==> config.mk <==
export PLATFORM = sky130hd
export DESIGN_NAME = acmode_core
export DESIGN_NICKNAME = d
export VERILOG_FILES = /design/src/include/acmode_pkg.sv /design/src/logic/acmode_core.sv
export SDC_FILE = /design/constraint.sdc
export NUM_CORES = 1
export LEC_CHECK = 0
export BUFFER_PORTS_ARGS = -buffer_cell sky130_fd_sc_hd__clkbuf_2
export CAP_MARGIN = 10
export CORE_ASPECT_RATIO = 1.2
export CORE_MARGIN = 8
export CORE_UTILIZATION = 40
export CTS_BUF_LIST = sky130_fd_sc_hd__clkbuf_8
export CTS_CLUSTER_DIAMETER = 100
export DETAILED_ROUTE_END_ITERATION = 12
export PLACE_DENSITY = 0.66
export SYNTH_ARGS = -nofsm -noshare
export SYNTH_HDL_FRONTEND = slang
export SYNTH_SLANG_ARGS = --single-unit
==> constraint.sdc <==
create_clock -name clk -period 8.9 [get_ports clk]
set_clock_uncertainty 0.05 [all_clocks]
set_input_delay 0 -clock clk [delete_from_list [all_inputs] [get_ports clk]]
set_output_delay 0 -clock clk [all_outputs]
set_load 0.01 [all_outputs]
==> src/include/acmode_pkg.sv <==
// shared constants for the accelerometer operating mode controller
package acmode_pkg;
  localparam int unsigned CLK_HZ = 50000000;
  // apb register byte offsets
  localparam logic [7:0] REG_CTRL = 8'h00;
  localparam logic [7:0] REG_CFG = 8'h04;
  localparam logic [7:0] REG_STATUS = 8'h08;
  localparam logic [7:0] REG_SAMPLE = 8'h0c;
  localparam logic [7:0] REG_SENSOR = 8'h10;
  // ctrl fields
  localparam int MODE_LSB = 0;
  localparam int AUTO_MEAS_BIT = 2;
  localparam int AUTO_IRQ_BIT = 3;
  localparam int AUTO_WAKE_BIT = 4;
  localparam int SYNC_EN_BIT = 5;
  localparam int EXTCLK_EN_BIT = 6;
  localparam int IRQ_CLR_BIT = 7;
  // cfg fields
  localparam int RANGE_LSB = 0;
  localparam int RATE_LSB = 2;
  localparam int CORNER_BIT = 5;
  localparam int SAMPLE_W = 12;
  localparam logic [1:0] RANGE_RST = 2'h0;
  localparam logic [2:0] RATE_RST = 3'h3;
  localparam logic CORNER_RST = 1'b0;
  localparam logic [2:0] RATE_MAX = 3'h5;
  localparam logic [1:0] RANGE_MAX = 2'h2;
  // wake-up sampling rate, about six per second
  localparam int unsigned WAKE_HZ = 6;
  localparam int unsigned WAKE_CYC = CLK_HZ / WAKE_HZ;
  // 12.5 Hz base period in clocks; higher rates halve it
  localparam int unsigned BASE_RATE_MHZ = 12500;
  localparam int unsigned BASE_CYC = CLK_HZ / BASE_RATE_MHZ * 1000;
  localparam int unsigned SETTLE_PERIODS = 4;
  localparam logic [11:0] MOTION_THR = 12'h0c8;
  typedef enum logic [1:0] {
    ACM_STANDBY = 2'b00,
    ACM_MEASURE = 2'b10,
    ACM_WAKEUP = 2'b11
  } acm_mode_t;
endpackage

==> src/logic/acmode_core.sv <==
// operating mode controller: standby, measurement and wake-up sampling with apb access
// Overview of operation
// - measurement samples continuously; wake-up mode samples slowly for activity only.
// - host can select standby, which suspends all measurement.
// - measurement mode yields data continuously; activity timer works.
// - measurement samples every rate period, never duty cycled.
// - wake-up mode samples about six times per second for motion.
// - motion in wake-up may switch the device into measurement mode.
// - motion in wake-up may raise an interrupt to the host.
// - motion in wake-up may drive an output powering downstream circuitry.
// - activity duration timer is disabled in wake-up mode.
// - in wake-up all registers stay accessible and samples readable.
// - entering standby keeps pending interrupts and held data.
// - standby generates no new interrupt.
// - after reset the device sits in standby with sensing off.
// - three ranges, always 12-bit results; step weight follows range.
// - overrange may clip reported values; reporting recovers afterwards.
// - output rates from 12.5 Hz up to 400 Hz.
// - filter corner is quarter or half of output rate.
// - sync mode turns second interrupt pin into a sample trigger input.
// - external clock mode turns first interrupt pin into a clock input.
// - after reset the filter corner is a quarter of the rate.
// - first valid data within four rate periods of entering measurement.
`timescale 1ns/10ps
module acmode_core
  import acmode_pkg::*;
#(
  parameter int unsigned WAKE_CYCLES = WAKE_CYC,
  parameter int unsigned BASE_CYCLES = BASE_CYC,
  parameter int unsigned ACT_SAMPLES = 3
)
(
  input wire logic clk,
  input wire logic rst,
  input wire logic psel,
  input wire logic penable,
  input wire logic pwrite,
  input wire logic [7:0] paddr,
  input wire logic [31:0] pwdata,
  output logic [31:0] prdata,
  output logic pready,
  output logic pslverr,
  input wire logic [15:0] sensor_in,
  input wire logic irq_out_a_ext_clk_in_i,
  output logic irq_out_a_ext_clk_in_o,
  output logic irq_out_a_ext_clk_in_oe,
  input wire logic irq_out_b_sync_in_i,
  output logic irq_out_b_sync_in_o,
  output logic irq_out_b_sync_in_oe,
  output logic wake_out,
  output logic [11:0] sample_out,
  output logic sample_valid,
  output logic [1:0] filter_corner_code
);
  import acmode_pkg::*;

  acm_mode_t mode_r;
  logic auto_meas_r, auto_irq_r, auto_wake_r, sync_en_r, extclk_en_r;
  logic [1:0] range_r;
  logic [2:0] rate_r;
  logic filter_corner_select_r;
  logic irq_pend_r, motion_r, data_ready_r, settled_r;
  logic [11:0] sample_r;
  logic [31:0] tick_cnt_r;
  logic [2:0] settle_cnt_r;
  logic [3:0] act_cnt_r;
  logic ext_clk_s1_r, ext_clk_s2_r, ext_clk_d_r;
  logic sync_s1_r, sync_s2_r, sync_d_r;

  // scale a raw sample to 12 bits for the selected range, saturating on overrange
  function automatic logic [11:0] scale_sample(input logic [15:0] raw, input logic [1:0] rng);
    logic signed [15:0] s;
    logic signed [15:0] sh;
    s = signed'(raw);
    sh = s >>> (2'd2 - rng);
    if (sh > 16'sd2047)
      return 12'h7ff;
    else if (sh < -16'sd2048)
      return 12'h800;
    else
      return sh[11:0];
  endfunction

  function automatic logic [11:0] mag12(input logic [11:0] v);
    return v[11] ? 12'((~v) + 12'h001) : v;
  endfunction

  wire logic apb_wr = psel && penable && pwrite;
  wire logic apb_rd_setup = psel && !penable && !pwrite;
  wire logic [31:0] rate_period = 32'(BASE_CYCLES) >> rate_r;
  wire logic [31:0] period = (mode_r == ACM_WAKEUP) ? 32'(WAKE_CYCLES) : rate_period;

  // pin samplers; first stage is read only by the second
  always_ff @(posedge clk)
  begin
    if (rst)
    begin
      ext_clk_s1_r <= 1'b0;
      ext_clk_s2_r <= 1'b0;
      ext_clk_d_r <= 1'b0;
      sync_s1_r <= 1'b0;
      sync_s2_r <= 1'b0;
      sync_d_r <= 1'b0;
    end
    else
    begin
      ext_clk_s1_r <= irq_out_a_ext_clk_in_i;
      ext_clk_s2_r <= ext_clk_s1_r;
      ext_clk_d_r <= ext_clk_s2_r;
      sync_s1_r <= irq_out_b_sync_in_i;
      sync_s2_r <= sync_s1_r;
      sync_d_r <= sync_s2_r;
    end
  end

  // external clock edges stand in for the internal tick
  wire logic tick_src = extclk_en_r ? (ext_clk_s2_r && !ext_clk_d_r) : 1'b1;
  wire logic sync_edge = sync_s2_r && !sync_d_r;

  // rate divider; standby holds it so no samples are taken
  logic tick_done;
  assign tick_done = tick_src && (tick_cnt_r + 32'h1 >= period);
  always_ff @(posedge clk)
  begin
    if (rst || mode_r == ACM_STANDBY)
      tick_cnt_r <= 32'h0;
    else if (tick_done)
      tick_cnt_r <= 32'h0;
    else if (tick_src)
      tick_cnt_r <= tick_cnt_r + 32'h1;
  end

  // sync mode: samples are timed by the trigger pin, not the divider
  logic take;
  assign take = (mode_r != ACM_STANDBY) && (sync_en_r ? sync_edge : tick_done);

  // sample capture, settling count and motion detection
  always_ff @(posedge clk)
  begin
    if (rst)
    begin
      sample_r <= 12'h000;
      settle_cnt_r <= 3'h0;
      settled_r <= 1'b0;
      data_ready_r <= 1'b0;
      act_cnt_r <= 4'h0;
      motion_r <= 1'b0;
    end
    else if (mode_r == ACM_STANDBY)
    begin
      settle_cnt_r <= 3'h0; // held data is kept
      settled_r <= 1'b0;
      motion_r <= 1'b0;
      act_cnt_r <= 4'h0;
    end
    else if (take)
    begin
      sample_r <= scale_sample(sensor_in, range_r);
      if (!settled_r)
      begin
        settle_cnt_r <= settle_cnt_r + 3'h1;
        if (settle_cnt_r + 3'h1 >= 3'(SETTLE_PERIODS) - 3'h1)
          settled_r <= 1'b1;
      end
      data_ready_r <= settled_r || data_ready_r;
      if (mag12(scale_sample(sensor_in, range_r)) > MOTION_THR)
      begin
        // wake-up mode has no duration timer: one sample is enough
        if (mode_r == ACM_WAKEUP)
          motion_r <= 1'b1;
        else if (act_cnt_r + 4'h1 >= 4'(ACT_SAMPLES))
          motion_r <= 1'b1;
        else
          act_cnt_r <= act_cnt_r + 4'h1;
      end
      else
      begin
        act_cnt_r <= 4'h0;
        motion_r <= 1'b0;
      end
    end
  end
  wire logic wake_motion = (mode_r == ACM_WAKEUP) && motion_r && settled_r;

  // control register, mode changes effective immediately
  always_ff @(posedge clk)
  begin
    if (rst)
    begin
      mode_r <= ACM_STANDBY;
      auto_meas_r <= 1'b0;
      auto_irq_r <= 1'b0;
      auto_wake_r <= 1'b0;
      sync_en_r <= 1'b0;
      extclk_en_r <= 1'b0;
    end
    else if (apb_wr && paddr == REG_CTRL)
    begin
      case (pwdata[MODE_LSB +: 2])
        2'b10: mode_r <= ACM_MEASURE;
        2'b11: mode_r <= ACM_WAKEUP;
        default: mode_r <= ACM_STANDBY;
      endcase
      auto_meas_r <= pwdata[AUTO_MEAS_BIT];
      auto_irq_r <= pwdata[AUTO_IRQ_BIT];
      auto_wake_r <= pwdata[AUTO_WAKE_BIT];
      sync_en_r <= pwdata[SYNC_EN_BIT];
      extclk_en_r <= pwdata[EXTCLK_EN_BIT];
    end
    else if (wake_motion && auto_meas_r)
      mode_r <= ACM_MEASURE;
  end

  // configuration register, retained through standby
  always_ff @(posedge clk)
  begin
    if (rst)
    begin
      range_r <= RANGE_RST;
      rate_r <= RATE_RST;
      filter_corner_select_r <= CORNER_RST;
    end
    else if (apb_wr && paddr == REG_CFG)
    begin
      if (pwdata[RANGE_LSB +: 2] <= RANGE_MAX)
        range_r <= pwdata[RANGE_LSB +: 2];
      if (pwdata[RATE_LSB +: 3] <= RATE_MAX)
        rate_r <= pwdata[RATE_LSB +: 3];
      filter_corner_select_r <= pwdata[CORNER_BIT];
    end
  end

  // interrupt pending: set wins over clear; standby raises none
  wire logic irq_clr = apb_wr && paddr == REG_CTRL && pwdata[IRQ_CLR_BIT];
  always_ff @(posedge clk)
  begin
    if (rst)
      irq_pend_r <= 1'b0;
    else if (wake_motion && auto_irq_r && mode_r != ACM_STANDBY)
      irq_pend_r <= 1'b1;
    else if (irq_clr)
      irq_pend_r <= 1'b0; // standby alone never clears it
  end

  // pin drivers and stream outputs
  always_ff @(posedge clk)
  begin
    if (rst)
    begin
      irq_out_a_ext_clk_in_o <= 1'b0;
      irq_out_a_ext_clk_in_oe <= 1'b0;
      irq_out_b_sync_in_o <= 1'b0;
      irq_out_b_sync_in_oe <= 1'b0;
      wake_out <= 1'b0;
      sample_out <= 12'h000;
      sample_valid <= 1'b0;
      filter_corner_code <= 2'h0;
    end
    else
    begin
      irq_out_a_ext_clk_in_o <= irq_pend_r;
      irq_out_a_ext_clk_in_oe <= !extclk_en_r;
      irq_out_b_sync_in_o <= irq_pend_r;
      irq_out_b_sync_in_oe <= !sync_en_r;
      if (mode_r == ACM_WAKEUP && auto_wake_r && motion_r && settled_r)
        wake_out <= 1'b1;
      else if (mode_r == ACM_STANDBY)
        wake_out <= 1'b0;
      sample_out <= sample_r;
      sample_valid <= take && settled_r;
      // 1: corner at half the rate, 0: quarter
      filter_corner_code <= {1'b1, filter_corner_select_r};
    end
  end

  // apb slave: zero wait states, reads captured in setup phase
  always_ff @(posedge clk)
  begin
    if (rst)
    begin
      prdata <= 32'h0;
      pready <= 1'b0;
      pslverr <= 1'b0;
    end
    else
    begin
      pready <= psel && !penable;
      pslverr <= psel && !penable && !(paddr == REG_CTRL || paddr == REG_CFG ||
        paddr == REG_STATUS || paddr == REG_SAMPLE || paddr == REG_SENSOR);
      if (apb_rd_setup)
      begin
        case (paddr)
          REG_CTRL: prdata <= {24'h0, 1'b0, extclk_en_r, sync_en_r, auto_wake_r, auto_irq_r,
            auto_meas_r, mode_r};
          REG_CFG: prdata <= {26'h0, filter_corner_select_r, rate_r, range_r};
          REG_STATUS: prdata <= {26'h0, wake_out, settled_r, data_ready_r, motion_r, irq_pend_r,
            mode_r != ACM_STANDBY};
          REG_SAMPLE: prdata <= {20'h0, sample_r};
          REG_SENSOR: prdata <= {16'h0, sensor_in};
          default: prdata <= 32'h0;
        endcase
      end
    end
  end
endmodule // acmode_core

Yosys cells after proc, flatten, opt, wreduce, memory -nomap -nowiden
Cells that the tools add are included.

Register bits: 127. Input port bits: 63. Output and inout bits: 54. Logic and storage cells: 136.

Add/subtract/negate cells: 5. $lt $le $gt $ge: 8. Equality and inequality tests: 10. Shifts and indexed selects: 2. Mux-type cells: 26. Bitwise operators: 3. Reduce and logical (&&, ||, !) cells: 48.

Operator list (number): 16-bit case mux with 5 select lines (1); 12-bit two-way mux (6); 32-bit by 1-bit adder with 32-bit output, second input constant (1); 32-bit greater-or-equal comparator (1); 32-bit two-way mux (1); 22-bit by 3-bit right shift with 32-bit output, first input constant (1); 1-bit logical AND (21); 8-bit by 4-bit equality test with 1-bit output, second input constant (2); 16-bit by 12-bit > comparator with 1-bit output, second input constant (1); 16-bit by 12-bit < comparator with 1-bit output, second input constant (1); 16-bit by 2-bit >>> shifter with 16-bit output (1); 12-bit by 1-bit adder with 12-bit output, second input constant (1); 12-bit by 8-bit > comparator with 1-bit output, second input constant (1); 4-bit two-way mux (3); 12-bit NOT (1); 1-bit two-way mux (11); 2-bit AND reduction (5); 8-bit by 3-bit equality test with 1-bit output, second input constant (1); 8-bit by 5-bit equality test with 1-bit output, second input constant (1); 8-bit logical NOT (1); 2-bit nonzero test (4); 1-bit logical NOT (7); 2-bit equality test, second input constant (3); 1-bit logical OR (6); other kinds (15) (20).

Depth between registers and ports, before layout
Gate-level depths: netlist of the first run.

Word-level depth: 15. Mapped depth: 17.

Least setup slack after synthesis of the first run
OpenSTA, ideal clock, no wires.

Path type: flip-flop to flip-flop. From: reg tick_cnt_r[0]. To: reg settle_cnt_r[2]. Setup time: 0.116 ns. Arrival time: 3.689 ns. Required time: 8.734 ns. Setup slack: 5.045 ns. Stages on the path, launching flop included: 16. Path buffers: 1. Cell sequence: dfxtp_1 > ha_1 > nand3_4 > or4_4 > nor3_1 > xor2_1 > ha_1 > a21o_1 > a21oi_1 > nand2_1 > a211oi_1 > a21oi_1 > nor4_4 > o21ai_2 > buf_2 > a41o_1.

Longest elaborated chain between the ends: 6.

Ends and longest elaborated chain: from (decl) (line acmode_core.sv:64) `logic [31:0] tick_cnt_r;`; from (signal assigned) (line acmode_core.sv:130) `tick_cnt_r <= tick_cnt_r + 32'h1;`; 32-bit by 1-bit adder with 32-bit output (line acmode_core.sv:122) `assign tick_done = tick_src && (tick_cnt_r + 32'h1 >= period);`; 32-bit greater-or-equal comparator (line acmode_core.sv:122); 1-bit logical AND (line acmode_core.sv:122); 1-bit two-way mux (line acmode_core.sv:135) `assign take = (mode_r != ACM_STANDBY) && (sync_en_r ? sync_edge : tick_done);`; 1-bit logical AND (line acmode_core.sv:135); 2-bit AND reduction (no line); to (signal assigned) (line acmode_core.sv:161) `settle_cnt_r <= settle_cnt_r + 3'h1;`; to (decl) (line acmode_core.sv:65) `logic [2:0] settle_cnt_r;`.

Every way passes these cells. A chain may end at the register's enable or synchronous reset.

Final worst setup path of the first run
From: reg tick_cnt_r[0]. To: reg settle_cnt_r[1].

The elaborated chain is that of the path after synthesis.

==> key figures, run 1 <==
Synthesis
  – Avg Synthesized Cell Area: 8.493 um^2
  – Async set-reset flop share out of synthesis: 0
  – Number of enable flip-flop cells after synthesis: 0
  – Post-Syn Instances: 745
  – Number of synthesized register bits: 111
  – Main flop type after synthesis: dfxtp_1
  – Unique masters post-synth: 64
  – Mapped Area: 0.006327 mm^2
  – Yosys warning total: 0
  – Sequential share of the synthesized area: 0.3512

Pwr
  – Int Power: 641.2 uW
  – Leak: 2.909 nW
  – Clock power frac: 0.350
  – Sw frac: 0.2669
  – Overall Power: 874.6 uW
  – Pwr dens: 119.4 mW/mm^2
  – Net Sw Power: 233.4 uW
  – Sequential Power Share: 0.575
  – Maximum vdd drop: 0.06792 mV
  – Combinational share of power: 0.074

Timing
  – Count of final max-slew check failures: 0
  – Unrepaired setup endpoints after global routing: false
  – Crit path time final: 4.375 ns
  – Final setup viols: 0
  – Hold Violations, Final: 0
  – Worst Tran Pin Value: 1.065 ns
  – Final period utilization: 0.4916
  – Post-Route Setup TNS: 0 ns
  – Max Clk Rate: 228.6 MHz
  – Slew margin rel.: 0.2877

Final layout
  – Register area: 0.002222 mm^2
  – Fillers: 1537
  – Layout area overhead: 15.76%
  – Final Util: 0.4721
  – Area of the multi-input gates: 0.003821 mm^2
  – Cell area after layout: 0.007325 mm^2
  – Diodes inserted: 0
  – Ratio of cells with drive above 1 in the final layout: 0.1687
  – Final net count: 928
  – Finished Layout Cells: 1044

Drt
  – TritonRoute pass-1 iters: 4
  – Drc violations: 0
  – Final WL: 15.28 mm
  – Initial DRC Count: 262
  – ANT nets after route: 0
  – Wirelength per Cell: 14.64 um
  – Routed vias: 5493
  – Vias/cell: 5.261

Global routing
  – Antenna violations before repair: 0
  – First-pass GRT wire length: 25.82 mm
  – Grt ovf: 0
  – Largest net degree at the start of global routing: 65
  – Tot GR Track Use: 0.1575
  – Number of global-route vias before repair: 5256

Clock tree
  – CTS max path bufs: 2
  – CTS Buf Count: 9
  – Clock root cell: clkbuf_8
  – H-tree Lvls: 3
  – Setup Buffers After CTS: 0
  – Sink Count: 111
  – CTS tree: done
  – Number of hold buffers added after cts: 32
  – # resized after CTS: 0
  – Clk pin slew, worst setup/hold paths: 0.11 ns
  – Worst-skew pair later-pin latency: 0.39 ns

Placed design
  – Post-DP HPWL: 11.19 mm
  – Gp weighted congestion: 0.8161
  – Port bufs: 76
  – Placed cells: 994
  – Placed cell areas: 0.006785 mm^2

Worst setup path
  – Req. time, crit path: 9.16 ns
  – Critical-path cell list: ha_1 > nand3_4 > or4_4 > nor3_1 > xor2_1 > ha_1 > a21o_1 > a21oi_1 > nand2_1 > a211oi_1 > a21oi_1 > nor4_4 > o21ai_2 > buf_8 > a311oi_1
  – Worst Setup End Kind: register
  – CP peak stage delay: 0.63 ns
  – Worst path arrival time: 4.63 ns
  – WS Path Type: reg2reg
  – Critical path launch point type: register
  – Slowest stage cell on the critical path: or4_4
  – Crit path max fanout: 26
  – Worst R2R Path Depth: 15

Worst hold path
  – Hold depth: 5
  – Hold Path Class: in2reg

Die
  – Die area: 0.02012 mm^2
  – Initial core utilization: 0.4078
  – Die H: 153.8 um
  – Row Count: 50
  – CORE AREA: 0.01551 mm^2
  – Ports: 117
  – Die width: 130.8 um

Flow run
  – Max cap viols: 0

Outcome
  – Outcome: finished clean
## final timing paths
kind	startpoint	endpoint	slack (ns)
hold reg to reg	ext_clk_s1_r	ext_clk_s2_r	0.40
setup / recovery	tick_cnt_r[0]	settle_cnt_r[1]	4.52
setup reg to reg	tick_cnt_r[0]	settle_cnt_r[1]	4.52
hold / removal	paddr[3]	prdata[6]	0.06
## synthesized netlist by cell type (3+ instances only)
master / n / area (um^2)
a211oi_1: 15 / 112.6
a21o_1: 4 / 30.03
a21oi_1: 54 / 270.3
a221oi_1: 6 / 52.55
a22oi_1: 9 / 67.56
a311oi_1: 3 / 26.28
and2_1: 4 / 25.02
and3_1: 9 / 56.30
buf_2: 7 / 35.03
buf_4: 17 / 127.6
clkbuf_1: 28 / 105.1
dfxtp_1: 111 / 2222
ha_1: 34 / 425.4
inv_1: 15 / 56.30
mux2_2: 10 / 112.6
mux2i_1: 4 / 40.04
mux4_2: 11 / 247.7
nand2_1: 70 / 262.8
nand2b_1: 6 / 37.54
nand3_1: 28 / 140.1
nand4_1: 9 / 56.30
nor2_1: 103 / 386.6
nor2b_1: 22 / 137.6
nor3_1: 23 / 115.1
nor4_1: 3 / 18.77
nor4_4: 4 / 85.08
o211ai_1: 3 / 22.52
o21a_1: 5 / 37.54
o21ai_0: 20 / 100.1
o22ai_1: 3 / 18.77
or2_2: 6 / 37.54
or3_1: 7 / 43.79
xnor2_1: 28 / 245.2
xor2_1: 25 / 219.0
## worst max-delay path, delay by kind of cell (launching register included)
kind	cells	cell delay [ns]
DFF	1	0.43
and+or+nand+nor	5	1.62
AOI/OAI and AO/OA	6	1.22
buffers and inverters	1	0.21
adders and majority gates	2	0.56
xor gates and xnor gates	1	0.19
## logic make-up (layout without fill, tap and decap cells)
family,after synthesis,after routing,share of synthesized area
xor+xnor,53,53,0.07336
simple gates,303,303,0.2397
compound gates,146,146,0.1503
fa+ha+maj,34,34,0.06723
mux,25,25,0.06328
buf+inv,72,148,0.05438
flops,111,111,0.3512
other cells,1,16,0.0005927
## placed cells by master, fill, tap and decap left out, types with 4 or more instances in the layout
master | synthesis | routed
conb_1 | 1 | 16
nand3_1 | 28 | 28
o21ai_0 | 20 | 20
ha_1 | 34 | 34
o21a_1 | 5 | 5
and3_1 | 9 | 9
nor4_4 | 4 | 4
buf_4 | 17 | 5
mux2i_1 | 4 | 4
mux4_2 | 11 | 11
mux2_2 | 10 | 10
a22oi_1 | 9 | 9
clkbuf_2 | 1 | 76
a21oi_1 | 54 | 54
nor2_1 | 103 | 103
xor2_1 | 25 | 25
inv_1 | 15 | 15
nor2b_1 | 22 | 22
nand4_1 | 9 | 9
dlygate4sd3_1 | 0 | 32
or3_1 | 7 | 7
a21o_1 | 4 | 4
nand2b_1 | 6 | 6
a211oi_1 | 15 | 15
nor3_1 | 23 | 23
a221oi_1 | 6 | 6
xnor2_1 | 28 | 28
nand2_1 | 70 | 70
or2_2 | 6 | 6
dfxtp_1 | 111 | 111
and2_1 | 4 | 4
clkbuf_8 | 0 | 9
## final cells by class
class                           count  area share
Clock buffer                        9     0.01691
Timing Repair Buffer              115      0.1035
Inverter                           17    0.008712
Multi-Input combinational cell    577      0.5217
Clock inverter                      7     0.01025
Sequential cell                   111      0.3034
Tap cell                          208     0.03553
## flip-flops by register name, summed over array words and instances (netlist names), 2 cells and up
signal / cells
act_cnt_r: 4
filter_corner_code: 2
mode_r: 2
prdata: 16
range_r: 2
rate_r: 3
sample_out: 12
sample_r: 12
settle_cnt_r: 3
tick_cnt_r: 32
## layer usage
metal | vias to the layer above | global-route usage | routed length [um]
met5 | - | 0 | 0
met4 | 0 | 0.05973 | 316
met3 | 22 | 0.03668 | 809
met2 | 141 | 0.2478 | 7220
met1 | 2570 | 0.2033 | 6933
li1 | 2760 | - | -
## power groups by stage
stage / Sequential (mW) / Clock, mW / Combinational [mW]
CTS: 0.503 / 0.318 / 0.0640
floorplan: 0.516 / 0 / 0.0346
detailed placement: 0.514 / 0 / 0.0537
global placement: 0.514 / 0 / 0.0531
finish: 0.503 / 0.306 / 0.0651
global route: 0.504 / 0.337 / 0.0717
## metrics by stage
step,hold WS (ns),setup WS [ns]
after global routing,0.07402,4.194
after floorplan,0.07818,5.045
final,0.05500,4.525
after global placement,0.1694,4.408
after CTS,0.03188,4.326
after detailed placement,0.1694,4.369
Power figures use the tool's default switching activity.
==> run 2, diff against run 1 <==
ABC_AREA = 1   (was default)
PLACE_DENSITY = 0.65   (was 0.66)
clock period = 4.5 ns   (was 8.9 ns; I/O delays follow)
==> run 2 against run 1 <==
Against the previous run: power grew 100%; highest routed layer unchanged; register-to-register slack worse by 3.9 ns; worst hold slack worse by 0.027 ns; first-iteration DRC count up 16%.
==> key figures, run 2 <==
Drt
  – ANT nets after route: 0
  – Final WL: 18.39 mm
  – Routed vias: 6578
  – Vias/cell: 4.953
  – Drc violations: 0
  – Initial DRC Count: 304
  – Wirelength per Cell: 13.85 um
  – TritonRoute pass-1 iters: 4

Clock tree
  – H-tree Lvls: 3
  – Worst-skew pair later-pin latency: 0.40 ns
  – Clock root cell: clkbuf_8
  – Clk pin slew, worst setup/hold paths: 0.12 ns
  – Sink Count: 111
  – Setup Buffers After CTS: 0
  – CTS tree: done
  – CTS Buf Count: 9
  – CTS max path bufs: 2

Synthesis
  – Number of synthesized register bits: 111
  – Most common cell in the synthesized netlist: nand2_1
  – Yosys top cell by area: dfxtp_1
  – Synth top area share: 0.3281
  – Number of enable flip-flop cells after synthesis: 0
  – Sequential share of the synthesized area: 0.3281
  – Post-Syn Instances: 1023
  – Mapped Area: 0.006773 mm^2
  – Unique masters post-synth: 44
  – Yosys warning total: 0
  – Async set-reset flop share out of synthesis: 0
  – Main flop type after synthesis: dfxtp_1
  – Avg Synthesized Cell Area: 6.620 um^2
  – Synth cell count leaders: nand2_1, nor2_1, inv_1
  – Synth top area cells: dfxtp_1, nand2_1, nor2_1, inv_1, a21oi_1

Placed design
  – Pre-CTS WS: 0.4625 ns
  – Post-DP HPWL: 13.99 mm
  – Port bufs: 76
  – Gp weighted congestion: 0.9089

Timing
  – Count of final max-slew check failures: 0
  – Max Clk Rate: 257.5 MHz
  – Hold Violations, Final: 0
  – Worst Tran Pin Value: 1.126 ns
  – Crit path time final: 3.883 ns
  – Post-Route Setup TNS: 0 ns
  – Final worst setup slack: 0.6167 ns
  – Slew margin rel.: 0.2425
  – Final setup viols: 0
  – Unrepaired setup endpoints after global routing: false
  – Final period utilization: 0.8630

Final layout
  – Diodes inserted: 0
  – Area of the multi-input gates: 0.003846 mm^2
  – Ratio of cells with drive above 1 in the final layout: 0.1160
  – Most flops, register: tick_cnt_r
  – Fillers: 1780
  – Most common cell after layout, fill and taps aside: nand2_1
  – Layout area overhead: 13.87%
  – Register area: 0.002222 mm^2
  – Most frequent cells in the layout: nand2_1, nor2_1, inv_1
  – Final net count: 1204
  – Largest regs: tick_cnt_r x32, prdata x16
  – Max reg flops: 32

Worst setup path
  – Critical path launch point type: register
  – Worst path arrival time: 4.14 ns
  – Req. time, crit path: 4.76 ns
  – Worst Setup End Kind: register
  – WS Path Type: reg2reg
  – Crit path max fanout: 27

Flow run
  – Max cap viols: 0

Pwr
  – Pwr dens: 230.4 mW/mm^2
  – Maximum vdd drop: 0.1369 mV
  – Leak: 3.372 nW

Global routing
  – Tot GR Track Use: 0.1792
  – Antenna violations before repair: 0
  – Number of global-route vias before repair: 6502
  – Largest net degree at the start of global routing: 41
  – First-pass GRT wire length: 30.90 mm
  – Grt ovf: 0

Die
  – Die area: 0.02137 mm^2
  – Ports: 117
  – CORE AREA: 0.01672 mm^2
  – Initial core utilization: 0.4050
  – Die width: 134.8 um
  – Die H: 158.5 um
  – Row Count: 52

Outcome
  – Outcome: finished clean

Worst hold path
  – Hold Path Class: in2reg
run 2: cell types whose count changed after synthesis, moves of 10 or more:
cell / previous run / this run
nand3_1: 28 / 42
a21oi_1: 54 / 85
o21ai_0: 20 / 54
nor2b_1: 22 / 0
nand2_1: 70 / 255
inv_1: 15 / 120
nor2_1: 103 / 135
mux2_2: 10 / 0
xnor2_1: 28 / 6
mux4_2: 11 / 0
run 2: cells by family (layout without fill, tap and decap cells):
| family | after synthesis | after routing | synth area share |
|---|---|---|---|
| AOI/OAI and AO/OA | 183 | 183 | 0.1537 |
| xor gates and xnor gates | 23 | 23 | 0.02974 |
| adders and majority gates | 34 | 34 | 0.06281 |
| buffers and inverters | 176 | 250 | 0.1138 |
| DFF | 111 | 111 | 0.3281 |
| muxes | 4 | 4 | 0.005912 |
| other | 1 | 16 | 0.0005537 |
| and+or+nand+nor | 491 | 491 | 0.3054 |
run 2: critical path, cell delays in order (launching register included):
cell and delay (ns):
dfxtp_1 0.43, ha_1 0.25, nand2_1 0.14, nor2_2 0.24, nor4b_2 0.29, nand3_1 0.21
nor2_1 0.22, xnor2_1 0.14, inv_1 0.08, ha_1 0.28, nand2_1 0.05, inv_1 0.06
nand3_1 0.08, nor3_1 0.19, nand3_1 0.10, nand3_1 0.11, nand2_2 0.08, nand2_1 0.10
nand2_2 0.25, nor2_1 0.25, nand2_1 0.07, nand2_1 0.06, nor2_1 0.05
run 2: report_power, final:
part           switching (mW)  internal [mW]
combinational          0.0858         0.0511
clock                   0.374          0.275
sequential            0.00218          0.988
run 2: per-layer routing:
layer	up-vias	global-route usage	part of all wire
li1	3431	-	-
met1	3006	0.1918	0.42
met2	115	0.3412	0.53
met3	26	0.03125	0.035
met4	0	0.06695	0.024
met5	-	0	0
run 2: final cells by class:
| class | count | area share |
|---|---|---|
| timing repair buffer | 110 | 0.09117 |
| tap | 216 | 0.03504 |
| inverter | 124 | 0.06035 |
| multi-input combinational | 751 | 0.4987 |
| clock buffer | 10 | 0.01785 |
| clock inverter | 6 | 0.008761 |
| sequential | 111 | 0.2881 |
run 2: worst paths after layout:
| path | from | to | slack (ns) | depth (start not counted) |
|---|---|---|---|---|
| setup / recovery | tick_cnt_r[0] | settle_cnt_r[1] | 0.62 | 22 |
| hold / removal | pwrite | prdata[5] | 0.03 | 5 |
| setup reg to reg | tick_cnt_r[0] | settle_cnt_r[1] | 0.62 | 22 |
| hold reg to reg | ext_clk_s1_r | ext_clk_s2_r | 0.36 | 2 |
run 2: metrics by stage:
step / total power, mW / cells / util / instance area (um^2) / hold slack [ns]
floorplan: 1.103 / 1038 / - / 6829 / 0.03020
global placement: 1.133 / 1285 / 0.4324 / 7231 / 0.1505
detailed placement: 1.133 / 1285 / 0.4324 / 7231 / 0.1648
CTS: 1.790 / 1328 / 0.4609 / 7706 / 0.01730
global route: 1.849 / 1328 / 0.4612 / 7712 / 0.04563
finish: 1.777 / 1328 / 0.4612 / 7712 / 0.02831
run 2: timing repair:
item | 4_1_cts | 5_1_grt
endpoints found under the setup margin | 0 | 3
gates resized for setup | 0 | 1
hold buffers | 27 | 0
endpoints found under the hold margin | 27 | 0
==> run 3, diff against run 2 <==
ABC_AREA = default   (was 1)
CORE_UTILIZATION = 58   (was 40)
PLACE_DENSITY = 0.79   (was 0.65)
==> run 3 against run 2 <==
Against the previous run: worst hold slack improved by 0.018 ns; setup slack worse by 0.25 ns; die area is 32% lower; global-route usage increased by 3.6 points; design area down 6.7%; power fell by 3.7%; critical endpoint is now tick_cnt_r[22]; largest cell class unchanged.
==> key figures, run 3 (same netlist as run 1, synthesis figures left out) <==
Timing
  – Post-Route Setup TNS: 0 ns
  – Final worst setup slack: 0.3619 ns
  – Final period utilization: 0.9196
  – Hold Slack: 0.04652 ns
  – Max Clk Rate: 241.7 MHz
  – Final setup viols: 0
  – Slew margin rel.: 0.2735
  – Unrepaired setup endpoints after global routing: false
  – Worst Tran Pin Value: 1.086 ns
  – Crit path time final: 4.138 ns
  – Hold Violations, Final: 0
  – Count of final max-slew check failures: 0

Worst setup path
  – Critical path launch point type: register
  – Critical-path cell list: ha_1 > nand3_4 > or4_4 > nor3_1 > xor2_1 > ha_1 > a21o_1 > a21oi_1 > nand2_1 > a211oi_1 > a21oi_1 > nor4_4 > buf_4 > o21ai_1 > buf_4 > nor2_1
  – WS Path Type: reg2reg
  – Worst reg2reg path startpoint: tick_cnt_r[0]
  – Crit path max fanout: 29
  – FF-to-FF End: tick_cnt_r[22]
  – Slowest stage cell on the critical path: or4_4
  – Req. time, crit path: 4.75 ns
  – CP peak stage delay: 0.62 ns
  – Worst Setup End Kind: register
  – Worst R2R Setup Slack: 0.36 ns
  – Worst R2R Path Depth: 16
  – Worst path arrival time: 4.39 ns

Die
  – Initial core utilization: 0.5845
  – CORE AREA: 0.01083 mm^2
  – Ports: 117
  – Die width: 111.3 um
  – Row Count: 42
  – Die H: 130.4 um
  – Die area: 0.01452 mm^2

Clock tree
  – Clock root cell: clkbuf_8
  – CTS tree: done
  – Clk pin slew, worst setup/hold paths: 0.11 ns
  – CTS Buf Count: 9
  – Worst-skew pair later-pin latency: 0.38 ns
  – Sink Count: 111
  – H-tree Lvls: 3
  – # resized after CTS: 0
  – CTS max path bufs: 2

Pwr
  – Sequential Power Share: 0.582
  – Net Sw Power: 447.6 uW
  – Maximum vdd drop: 0.1797 mV
  – Overall Power: 1.711 mW
  – Leak: 2.894 nW
  – Pwr dens: 237.7 mW/mm^2
  – Clock power frac: 0.343
  – Combinational share of power: 0.075
  – Int Power: 1.263 mW
  – Sw frac: 0.2617

Global routing
  – Number of global-route vias before repair: 5681
  – Grt ovf: 0
  – Tot GR Track Use: 0.2148
  – Largest net degree at the start of global routing: 42
  – Antenna violations before repair: 0
  – First-pass GRT wire length: 26.37 mm

Placed design
  – Placed cells: 918
  – Gp weighted congestion: 0.8872
  – Placed cell areas: 0.006699 mm^2
  – Port bufs: 76
  – Pre-CTS WS: 0.2468 ns
  – Post-DP HPWL: 11.43 mm

Final layout
  – Final Util: 0.6648
  – Cell area after layout: 0.007197 mm^2
  – Ratio of cells with drive above 1 in the final layout: 0.1657
  – Final net count: 925
  – Most common cell after layout, fill and taps aside: dfxtp_1
  – Most flops, register: tick_cnt_r
  – Diodes inserted: 0
  – Largest regs: tick_cnt_r x32, prdata x16
  – Max reg flops: 32
  – Finished Layout Cells: 965
  – Layout area overhead: 13.74%
  – Most frequent cells in the layout: dfxtp_1, nor2_1, clkbuf_2

Drt
  – Wirelength per Cell: 16.15 um
  – Drc violations: 0
  – ANT nets after route: 0
  – TritonRoute pass-1 iters: 5
  – Initial DRC Count: 273
  – Routed vias: 5568
  – Final WL: 15.58 mm
  – Vias/cell: 5.770

Flow run
  – Max cap viols: 0

Worst hold path
  – Hold Path Origin: paddr[1]
  – Hold Path Class: in2reg
  – Hold depth: 3
  – Hold Path End: pslverr

Outcome
  – Outcome: finished clean
[run 3: how the worst max path moves through the flow]
| stage | slack [ns] | cells past startpoint | startpoint | endpoint |
|---|---|---|---|---|
| final | 0.36 | 16 | tick_cnt_r[0] | tick_cnt_r[22] |
| after global routing | 0.06 | 16 | tick_cnt_r[0] | tick_cnt_r[28] |
| after CTS | 0.23 | 15 | tick_cnt_r[0] | settle_cnt_r[1] |
| after detailed placement | 0.25 | 15 | tick_cnt_r[0] | settle_cnt_r[1] |
| after global placement | 0.39 | 15 | tick_cnt_r[0] | settle_cnt_r[2] |
| after floorplan | 0.65 | 15 | tick_cnt_r[0] | settle_cnt_r[2] |
[run 3: cell type report]
cell class / count / area (um^2)
clock buffer: 9 / 123.9
clock inverter: 7 / 66.31
fill: 893 / 3628
inverter: 17 / 63.81
multi-input combinational: 577 / 3817
sequential: 111 / 2222
tap: 132 / 165.2
timing repair buffer: 112 / 738.2
[run 3: power groups by stage]
stage	combinational (mW)	sequential, mW	clock, mW
final	0.128	0.996	0.587
after global routing	0.140	0.997	0.637
after CTS	0.125	0.995	0.598
after detailed placement	0.105	1.02	0
after global placement	0.102	1.02	0
after floorplan	0.0683	1.02	0
[run 3: worst max-delay path: cells and delay by family (launching register included)]
| kind | cells | cell delay, ns |
|---|---|---|
| AOI/OAI and AO/OA | 5 | 0.77 |
| xor gates and xnor gates | 1 | 0.18 |
| adders and majority gates | 2 | 0.56 |
| buffers and inverters | 2 | 0.44 |
| DFF | 1 | 0.44 |
| and+or+nand+nor | 6 | 1.60 |
[run 3: metal layers]
layer / vias up / wire length [um] / global-route usage
met5: - / 0 / 0
met4: 0 / 363 / 0.09269
met3: 30 / 700 / 0.04429
met2: 142 / 8119 / 0.3965
met1: 2642 / 6399 / 0.2340
li1: 2754 / - / -
[run 3: repair_timing]
item | 4_1_cts | 5_1_grt
hold endpoints to repair | 35 | 0
setup buffers | 0 | 1
hold buffers | 30 | 0
setup endpoints to repair | 0 | 5
